## src/rtl/dic_pkg.sv

```systemverilog
// shared constants and carrier types of the digital input conditioning block
package dic_pkg;

    // ***************************************************
    // clock and time figures
    // ***************************************************
    localparam int CLK_MHZ = 100;
    localparam longint unsigned CLK_HZ = 64'd100_000_000;
    localparam int FILT_01MS_US = 100;
    localparam int FILT_1MS_US = 1000;
    localparam int FILT_10MS_US = 10000;
    localparam int FILT_20MS_US = 20000;
    localparam int EXT_1MS_US = 1000;
    localparam int EXT_10MS_US = 10000;
    localparam int EXT_15MS_US = 15000;
    localparam int EXT_200MS_US = 200000;
    localparam int INRUSH_MS = 100;
    localparam int SAVE_PERIOD_S = 3600;

    // ***************************************************
    // register map, byte addresses
    // ***************************************************
    localparam logic [7:0] ADDR_CTRL = 8'h00;
    localparam logic [7:0] ADDR_THRESH = 8'h04;
    localparam logic [7:0] ADDR_INPUT = 8'h08;
    localparam logic [7:0] ADDR_UNIT_STAT = 8'h0C;
    localparam logic [7:0] ADDR_OPEN_STAT = 8'h10;
    localparam logic [7:0] ADDR_CNT_STAT = 8'h14;
    localparam logic [7:0] ADDR_IRQ_STAT = 8'h18;
    localparam logic [7:0] ADDR_IRQ_MASK = 8'h1C;
    localparam logic [7:0] ADDR_CNT_SEL = 8'h20;
    localparam logic [7:0] ADDR_CNT_VAL = 8'h24;

    // ***************************************************
    // fields and reset values
    // ***************************************************
    localparam logic [15:0] THRESH_MIN = 16'h0001;
    localparam logic [15:0] THRESH_MAX = 16'hFDE8;
    localparam logic [15:0] THRESH_RST = 16'h0001;
    localparam logic [31:0] THRESH_SCALE = 32'h0000_03E8;
    localparam int IRQ_BITS = 4;
    localparam int IRQ_SUPPLY = 0;
    localparam int IRQ_OVERCUR = 1;
    localparam int IRQ_OPEN = 2;
    localparam int IRQ_COUNT = 3;

    // control register, bit 0 upward: sc, oc, inrush, counter, filter[5:4], extension[7:6]
    typedef struct packed {
        logic [1:0] input_extension_time;
        logic [1:0] filter_time;
        logic counter_enable;
        logic inrush_mask_enable;
        logic open_circuit_monitor_enable;
        logic supply_short_monitor_enable;
    } dic_ctrl_t;
    localparam dic_ctrl_t CTRL_RST = 8'h91;

    // save port towards non-volatile storage
    typedef struct packed {
        logic valid;
        logic [7:0] chan;
        logic [31:0] data;
    } dic_nv_save_t;

    typedef enum logic [1:0] {
        DIC_ST_RESTORE = 2'b00,
        DIC_ST_RUN = 2'b01,
        DIC_ST_SAVE = 2'b11
    } dic_fsm_t;

endpackage : dic_pkg

```

## src/rtl/dic_input_cond.sv

```systemverilog
// digital input conditioning, diagnostics and operation counters with wishbone registers
`timescale 1ns/1ps

// Behaviour
// - supply short raises unit error only while supply short monitoring enabled (default on).
// - disconnected channel raises per-channel error only while open circuit monitoring enabled.
// - with inrush masking on, overcurrent ignored for 100 ms after an inrush.
// - input changes shorter than selected filter time (0.1/1/10/20 ms) are ignored.
// - detected input held for selected extension time; 15 ms after reset.
// - off-to-on edges counted per channel; error beyond threshold when counter enabled.
// - threshold compared as setting times one thousand operations.
// - every hour each channel count is written to non-volatile storage.
// - after power-up counts resume from values restored from storage.
module dic_input_cond
    import dic_pkg::*;
#(
    parameter int CHANNELS = 8,
    parameter int unsigned FILT_01MS_CYC = FILT_01MS_US * CLK_MHZ,
    parameter int unsigned FILT_1MS_CYC = FILT_1MS_US * CLK_MHZ,
    parameter int unsigned FILT_10MS_CYC = FILT_10MS_US * CLK_MHZ,
    parameter int unsigned FILT_20MS_CYC = FILT_20MS_US * CLK_MHZ,
    parameter int unsigned EXT_1MS_CYC = EXT_1MS_US * CLK_MHZ,
    parameter int unsigned EXT_10MS_CYC = EXT_10MS_US * CLK_MHZ,
    parameter int unsigned EXT_15MS_CYC = EXT_15MS_US * CLK_MHZ,
    parameter int unsigned EXT_200MS_CYC = EXT_200MS_US * CLK_MHZ,
    parameter int unsigned INRUSH_CYC = INRUSH_MS * CLK_MHZ * 1000,
    parameter longint unsigned SAVE_CYC = 64'(SAVE_PERIOD_S) * CLK_HZ
) (
    // clock and reset
    input wire logic clk_sys_in,
    input wire logic reset_n_in,
    // wishbone slave
    input wire logic wb_cyc_in,
    input wire logic wb_stb_in,
    input wire logic wb_we_in,
    input wire logic [7:0] wb_adr_in,
    input wire logic [3:0] wb_sel_in,
    input wire logic [31:0] wb_dat_in,
    output logic wb_ack_out,
    output logic [31:0] wb_dat_out,
    // field side
    input wire logic [CHANNELS-1:0] raw_in,
    input wire logic [CHANNELS-1:0] open_circuit_in,
    input wire logic supply_short_in,
    input wire logic overcurrent_in,
    input wire logic inrush_start_in,
    output logic [CHANNELS-1:0] cond_out,
    output logic irq_out,
    // non-volatile storage
    input wire logic nv_load_valid_in,
    input wire logic [7:0] nv_load_chan_in,
    input wire logic [31:0] nv_load_data_in,
    input wire logic nv_load_done_in,
    output dic_nv_save_t nv_save_out
);

    // ***************************************************
    // state
    // ***************************************************
    typedef struct packed {
        logic ack;
        logic [31:0] rdat;
        dic_ctrl_t ctrl;
        logic [15:0] thresh;
        logic [7:0] cnt_sel;
        logic [IRQ_BITS-1:0] irq_stat;
        logic [IRQ_BITS-1:0] irq_mask;
        logic irq;
        logic [CHANNELS-1:0] stable;
        logic [CHANNELS-1:0][31:0] filt_cnt;
        logic [CHANNELS-1:0][31:0] ext_cnt;
        logic [CHANNELS-1:0] cond;
        logic [CHANNELS-1:0][31:0] opcnt;
        logic sc_err;
        logic ovc_err;
        logic [CHANNELS-1:0] oc_err;
        logic [CHANNELS-1:0] cnt_err;
        logic [IRQ_BITS-1:0] ev_prev;
        logic [31:0] inrush_cnt;
        logic [63:0] hour_cnt;
        dic_fsm_t fsm;
        logic [7:0] save_idx;
        dic_nv_save_t nv;
    } dic_state_t;

    dic_state_t s_q;
    dic_state_t s_d;

    function automatic logic [31:0] filt_cyc(input logic [1:0] sel);
        case (sel)
            2'h0: filt_cyc = 32'(FILT_01MS_CYC);
            2'h1: filt_cyc = 32'(FILT_1MS_CYC);
            2'h2: filt_cyc = 32'(FILT_10MS_CYC);
            default: filt_cyc = 32'(FILT_20MS_CYC);
        endcase
    endfunction : filt_cyc

    function automatic logic [31:0] ext_cyc(input logic [1:0] sel);
        case (sel)
            2'h0: ext_cyc = 32'(EXT_1MS_CYC);
            2'h1: ext_cyc = 32'(EXT_10MS_CYC);
            2'h2: ext_cyc = 32'(EXT_15MS_CYC);
            default: ext_cyc = 32'(EXT_200MS_CYC);
        endcase
    endfunction : ext_cyc

    // byte lanes left unselected keep their old value
    function automatic logic [31:0] merge(input logic [31:0] old, input logic [31:0] dat, input logic [3:0] sel);
        logic [31:0] m;
        m = {{8{sel[3]}}, {8{sel[2]}}, {8{sel[1]}}, {8{sel[0]}}};
        merge = (old & ~m) | (dat & m);
    endfunction : merge

    logic [31:0] thr_scaled;
    logic [31:0] fcyc;
    logic [31:0] ecyc;
    assign thr_scaled = 32'(s_q.thresh) * THRESH_SCALE;
    assign fcyc = filt_cyc(s_q.ctrl.filter_time);
    assign ecyc = ext_cyc(s_q.ctrl.input_extension_time);

    // ***************************************************
    // next state
    // ***************************************************
    always_comb begin
        logic req;
        logic [31:0] wv;
        logic [IRQ_BITS-1:0] ev;
        req = 1'b0;
        wv = '0;
        ev = '0;
        s_d = s_q;
        s_d.nv.valid = 1'b0;

        // wishbone: one wait state, ack pulse, unmapped reads zero
        req = wb_cyc_in && wb_stb_in && !s_q.ack;
        s_d.ack = req;
        s_d.rdat = '0;
        if (req && !wb_we_in) begin
            case (wb_adr_in)
                ADDR_CTRL: s_d.rdat = 32'(s_q.ctrl);
                ADDR_THRESH: s_d.rdat = 32'(s_q.thresh);
                ADDR_INPUT: s_d.rdat = 32'(s_q.cond);
                ADDR_UNIT_STAT: s_d.rdat = 32'({s_q.ovc_err, s_q.sc_err});
                ADDR_OPEN_STAT: s_d.rdat = 32'(s_q.oc_err);
                ADDR_CNT_STAT: s_d.rdat = 32'(s_q.cnt_err);
                ADDR_IRQ_STAT: s_d.rdat = 32'(s_q.irq_stat);
                ADDR_IRQ_MASK: s_d.rdat = 32'(s_q.irq_mask);
                ADDR_CNT_SEL: s_d.rdat = 32'(s_q.cnt_sel);
                ADDR_CNT_VAL: s_d.rdat = (32'(s_q.cnt_sel) < CHANNELS) ? s_q.opcnt[s_q.cnt_sel] : '0;
                default: s_d.rdat = '0;
            endcase
            // read clears status; events below still win
            if (wb_adr_in == ADDR_IRQ_STAT) begin
                s_d.irq_stat = '0;
            end
        end
        // writes land at the ack edge, while the master still holds address and data
        if (wb_cyc_in && wb_stb_in && wb_we_in && s_q.ack) begin
            case (wb_adr_in)
                ADDR_CTRL: begin
                    wv = merge(32'(s_q.ctrl), wb_dat_in, wb_sel_in);
                    s_d.ctrl = wv[$bits(dic_ctrl_t)-1:0];
                end
                ADDR_THRESH: begin
                    wv = merge(32'(s_q.thresh), wb_dat_in, wb_sel_in);
                    if (wv[31:16] == '0 && wv[15:0] >= THRESH_MIN && wv[15:0] <= THRESH_MAX) begin
                        s_d.thresh = wv[15:0];
                    end
                end
                ADDR_IRQ_MASK: begin
                    wv = merge(32'(s_q.irq_mask), wb_dat_in, wb_sel_in);
                    s_d.irq_mask = wv[IRQ_BITS-1:0];
                end
                ADDR_CNT_SEL: begin
                    wv = merge(32'(s_q.cnt_sel), wb_dat_in, wb_sel_in);
                    s_d.cnt_sel = wv[7:0];
                end
                default: s_d.cnt_sel = s_q.cnt_sel;
            endcase
        end

        // per channel conditioning
        for (int i = 0; i < CHANNELS; i++) begin
            // accept only changes lasting the filter time
            if (raw_in[i] == s_q.stable[i]) begin
                s_d.filt_cnt[i] = '0;
            end else if (s_q.filt_cnt[i] >= fcyc - 32'h1) begin
                s_d.stable[i] = raw_in[i];
                s_d.filt_cnt[i] = '0;
            end else begin
                s_d.filt_cnt[i] = s_q.filt_cnt[i] + 32'h1;
            end
            if (s_q.stable[i]) begin
                s_d.ext_cnt[i] = ecyc;
            end else if (s_q.ext_cnt[i] != '0) begin
                s_d.ext_cnt[i] = s_q.ext_cnt[i] - 32'h1;
            end
            s_d.cond[i] = s_q.stable[i] || (s_q.ext_cnt[i] != '0);
            // count off-to-on edges, saturating
            // saturating so a worn channel never reads as fresh
            if (s_d.stable[i] && !s_q.stable[i] && s_q.opcnt[i] != '1) begin
                s_d.opcnt[i] = s_q.opcnt[i] + 32'h1;
            end
            s_d.cnt_err[i] = s_q.ctrl.counter_enable && (s_q.opcnt[i] > thr_scaled);
        end

        // supply short gated by its enable
        s_d.sc_err = s_q.ctrl.supply_short_monitor_enable && supply_short_in;
        s_d.oc_err = s_q.ctrl.open_circuit_monitor_enable ? open_circuit_in : '0;
        // inrush window masks overcurrent
        // a repeated inrush pulse restarts the window
        if (inrush_start_in) begin
            s_d.inrush_cnt = 32'(INRUSH_CYC);
        end else if (s_q.inrush_cnt != '0) begin
            s_d.inrush_cnt = s_q.inrush_cnt - 32'h1;
        end
        s_d.ovc_err = overcurrent_in && !(s_q.ctrl.inrush_mask_enable && s_q.inrush_cnt != '0);

        // sticky events from rising error flags
        ev[IRQ_SUPPLY] = s_q.sc_err;
        ev[IRQ_OVERCUR] = s_q.ovc_err;
        ev[IRQ_OPEN] = |s_q.oc_err;
        ev[IRQ_COUNT] = |s_q.cnt_err;
        s_d.ev_prev = ev;
        s_d.irq_stat = s_d.irq_stat | (ev & ~s_q.ev_prev);
        // one cycle lag keeps irq a plain flop output
        s_d.irq = |(s_q.irq_stat & s_q.irq_mask);

        // persistence sequencing
        case (s_q.fsm)
            DIC_ST_RESTORE: begin
                if (nv_load_valid_in && 32'(nv_load_chan_in) < CHANNELS) begin
                    s_d.opcnt[nv_load_chan_in] = nv_load_data_in;
                end
                if (nv_load_done_in) begin
                    s_d.fsm = DIC_ST_RUN;
                    s_d.hour_cnt = SAVE_CYC - 64'h1;
                end
            end
            DIC_ST_RUN: begin
                if (s_q.hour_cnt == '0) begin
                    s_d.fsm = DIC_ST_SAVE;
                    s_d.save_idx = '0;
                    s_d.hour_cnt = SAVE_CYC - 64'h1;
                end else begin
                    s_d.hour_cnt = s_q.hour_cnt - 64'h1;
                end
            end
            DIC_ST_SAVE: begin
                s_d.nv.valid = 1'b1;
                s_d.nv.chan = s_q.save_idx;
                s_d.nv.data = s_q.opcnt[s_q.save_idx];
                s_d.hour_cnt = s_q.hour_cnt - 64'h1;
                s_d.save_idx = s_q.save_idx + 8'h01;
                if (32'(s_q.save_idx) == CHANNELS - 1) begin
                    s_d.fsm = DIC_ST_RUN;
                end
            end
            default: s_d.fsm = DIC_ST_RUN;
        endcase
    end

    // ***************************************************
    // registers and outputs
    // ***************************************************
    always_ff @(posedge clk_sys_in) begin
        if (!reset_n_in) begin
            s_q <= '0;
            s_q.ctrl <= CTRL_RST;
            s_q.thresh <= THRESH_RST;
            s_q.fsm <= DIC_ST_RESTORE;
        end else begin
            s_q <= s_d;
        end
    end

    assign wb_ack_out = s_q.ack;
    assign wb_dat_out = s_q.rdat;
    assign cond_out = s_q.cond;
    assign irq_out = s_q.irq;
    assign nv_save_out = s_q.nv;
endmodule : dic_input_cond

```

## config.mk

```make
export PLATFORM = sky130hd
export DESIGN_NAME = dic_input_cond
export DESIGN_NICKNAME = d
export VERILOG_FILES = /design/src/rtl/dic_pkg.sv /design/src/rtl/dic_input_cond.sv
export SDC_FILE = /design/constraint.sdc
export NUM_CORES = 2
export LEC_CHECK = 0
export BUFFER_PORTS_ARGS = -buffer_cell sky130_fd_sc_hd__buf_2
export CAP_MARGIN = 20
export CORE_ASPECT_RATIO = 1.75
export CORE_MARGIN = 4
export CORE_UTILIZATION = 63
export CTS_CLUSTER_DIAMETER = 100
export DETAILED_ROUTE_END_ITERATION = 10
export PLACE_DENSITY_LB_ADDON = 0.25
export SLEW_MARGIN = 20
export SYNTH_ARGS = -nofsm -noshare
export SYNTH_HDL_FRONTEND = slang
export SYNTH_SLANG_ARGS = --single-unit
export TNS_END_PERCENT = 30
```

## constraint.sdc

```tcl
create_clock -name clk_sys_in -period 6.86 [get_ports clk_sys_in]
set_clock_uncertainty 0.15 [all_clocks]
set_input_delay 0.343 -clock clk_sys_in [delete_from_list [all_inputs] [get_ports clk_sys_in]]
set_output_delay 0.343 -clock clk_sys_in [all_outputs]
set_load 0.005 [all_outputs]
```

==> key figures <==
Outcome
  – Status: complete, no violations

Synth
  – Post-synth top area share: 0.3432
  – Post-Syn Instances: 6,777
  – Post-synth top flop: dfxtp_1
  – Area contributors post-synth: dfxtp_1 (34%), ha_1 (8.8%), nor2_1 (6.3%)
  – Yosys Warn Count: 0
  – Post-synthesis area per instance: 8.840 um^2
  – Yosys cell types: 105
  – Post-synth top area cell: dfxtp_1
  – Synth Register Bits: around 1.0k
  – Post-synthesis cell area: 59,910 um^2
  – Number of synthesized flops with an enable pin: 0
  – Post-synth ARST share: 0
  – Commonest cells in the netlist: dfxtp_1 (1,027), nor2_1 (998), nand2_1 (432), ha_1 (423), xnor2_1 (347)
  – Count leader, synth: dfxtp_1
  – Sequential share of the synthesized area: 0.3432

Pwr
  – Pwr per Cell Area: around 210 nW/um^2
  – Switch share: 0.2693
  – Total power: 13.87 mW
  – Sw power: ~3.7 mW
  – Maximum VDD drop: 0.1939 mV
  – Int Pwr: 10.13 mW
  – Clock power frac: 0.420
  – Lkg Pwr: 25.91 nW
  – Gate power share: 0.113
  – Power share of the sequential group: 0.467

CTS
  – CTS buffer count: 95
  – CTS tree: yes
  – Clock sink total: 1,027
  – CTS H-tree depth: 3
  – CTS clk-pin slew, worst paths: 0.07 ns
  – Worst-skew pair later-pin latency: 0.73 ns
  – Maximum buffer depth of the clock tree: 3
  – CTS root buffer: clkbuf_16

Die
  – Initial Util: 0.6351
  – Core ar.: ~94,000 um^2
  – Die H: 415.9 um
  – Die X: roughly 240 um
  – Top Ports: 193
  – Die ar.: 100,300 um^2
  – Rows: approximately 150

Worst setup path
  – Critical Path RT: 7.36 ns
  – Critical path class: reg -> reg
  – Critical path fanouts, max: 8
  – WP data arrival: about 7 ns
  – Critical Path End Type: flip-flop
  – Startpoint Class: flip-flop
  – Cells on worst reg2reg path: 25

Placed design
  – Post-DP HPWL: 145,100 um
  – Port buffer count: 192
  – Post-place setup slack: 0.07212 ns
  – GPL Wtd Cong: approximately 1.1

Cells and area
  – Share of cells above drive strength 1: 0.1024
  – Layout Nets: 7,523
  – Synth-to-layout area growth: 10.17%
  – Fill cells: 7,389

Detailed routing
  – DR WL/cell: approximately 25 um
  – Detailed Route WL: about 200,000 um
  – Routed Antenna Nets: 0
  – Post-route DRC: 0
  – Initial DRT Pass Iterations: 6
  – Iteration-0 DRC Markers: 4,680
  – Via Count: about 54k
  – Vias per inst: 6.515

Timing
  – Finish-stage setup viols: 0
  – Slew HR: 0.1609
  – Hold Vio Cnt, Final: 0
  – Fin crit share: 0.9633
  – WHS: 0.07583 ns
  – Final Max Slew Viols: 0
  – Fmax: 151.3 MHz
  – PnR worst setup slack: 0.2516 ns
  – Final Critical Period: 6.608 ns
  – RSZ-0062 raised after global routing: yes
  – Tightest Pin Transition: 1.254 ns

Hold path
  – WHS Path Cells: 4
  – Worst min path class: in -> reg

Global route
  – Initial antenna violation count: 11
  – Total congestion overflow: 0
  – Total track usage: 0.3934
  – Pin count of the biggest net entering global routing: 133
  – First-pass GRT wire length: 304,300 um
  – Vias in the first global route: approximately 53k

Job
  – # Max-Cap Violations: 0
## sequential cells by signal, indices dropped and copies added (netlist names), named ones only
| register | cells |
|---|---|
| wb_dat_out | 32 |
| cond_out | 8 |
| nv_save_out | 41 |
| s_q | 922 |
| irq_out | 1 |
| s_d | 2 |
| wb_ack_out | 1 |
## cell families (layout without fill, tap and decap cells)
logic type / Yosys count / after routing / share of synthesized area
AOI/OAI and AO/OA: 1106 / 1106 / 0.1222
xor gates and xnor gates: 669 / 669 / 0.09780
adders and majority gates: 485 / 485 / 0.1077
buffers and inverters: 596 / 756 / 0.04304
DFF: 1027 / 1027 / 0.3432
muxes: 242 / 242 / 0.06754
other: 2 / 89 / 0.0001254
and+or+nand+nor: 2650 / 2650 / 0.2184
## placed cells by master (no fill, tap or decap), types with 94 or more instances in the layout
master	instances
clkbuf_16	95
inv_1	212
xnor2_1	347
a211oi_1	268
buf_2	191
buf_4	95
o21ai_0	157
nand3_1	228
mux4_2	128
nor3_1	182
xor2_1	321
nor2_1	998
and3_1	110
nor4_1	125
ha_1	423
a21o_1	94
a21oi_1	297
dfxtp_1	1018
mux2i_1	96
nand2_1	426
nand4_1	150
## layout make-up
type,count,area [um^2],share of cell area
multi-input cells,5232,37250,0.5643
clock buffers,117,2570,0.03894
flip-flops and latches,1027,20580,0.3118
clock inverters,59,798.3,0.01209
repair buffers,361,2440,0.03696
inverters,219,833.3,0.01262
diodes,9,22.52,0.0003412
well taps,1208,1511,0.02290
## path summary, 6_finish.rpt
path / end / slack [ns] / startpoint
max: s_q[151]$_SDFF_PN0_ / 0.25 / s_q[975]$_SDFFE_PN0P_
min: s_q[364]$_SDFF_PN0_ / 0.08 / nv_load_chan_in[1]
max reg2reg: s_q[151]$_SDFF_PN0_ / 0.25 / s_q[975]$_SDFFE_PN0P_
min reg2reg: s_q[959]$_SDFF_PN0_ / 0.27 / s_q[148]$_SDFF_PN0_
## power by group through the flow
| stage | Sequential, mW | Clock [mW] | Combinational (mW) |
|---|---|---|---|
| finish | 6.47 | 5.82 | 1.57 |
| CTS | 6.46 | 5.86 | 1.55 |
| global placement | 6.58 | 0 | 1.47 |
| floorplan | 6.53 | 0 | 1.18 |
| detailed placement | 6.60 | 0 | 1.50 |
| global route | 6.50 | 6.09 | 1.74 |
## metrics by stage
stage | util | cells | area (um^2) | TNS, ns
floorplan | - | 6855 | 60200 | 0
global placement | 0.6549 | 7970 | 61780 | 0
detailed placement | 0.6550 | 7970 | 61780 | 0
CTS | 0.6984 | 8219 | 65880 | 0
global route | 0.6996 | 8227 | 65990 | -0.07684
finish | 0.6997 | 8232 | 66000 | 0
## worst max-delay path: stages, from the launching register on
cell and delay (ns):
dfxtp_2 0.41, clkinvlp_4 0.17, buf_4 0.17, fa_1 0.45, fa_1 0.55, fa_1 0.47, fa_1 0.54, inv_1 0.05
ha_1 0.35, a21o_1 0.20, a21oi_1 0.22, o21ai_1 0.15, a21o_1 0.19, a21oi_1 0.16, xor2_1 0.31, buf_12 0.20
ha_1 0.16, nand4_1 0.14, nor3_2 0.21, nor3b_2 0.24, o31ai_1 0.12, and3_1 0.17, o21ai_0 0.08, o211ai_1 0.13
maj3_1 0.35, a31oi_1 0.16
## what timing repair did
action                                  4_1_cts  5_1_grt
endpoints found under the hold margin       321        0
buffers inserted                              0        4
hold buffers                                 73        0
endpoints found under the setup margin        0        8
gates resized for setup                       0       19
## layer usage
layer / up-vias / GRT usage / share of wire
met5: - / 0 / 0.00012
met2: 2537 / 0.6593 / 0.47
met4: 4 / 0.3547 / 0.11
li1: 24470 / - / -
met3: 939 / 0.09127 / 0.083
met1: 25679 / 0.4022 / 0.33
(Power assumes the default switching activity.)
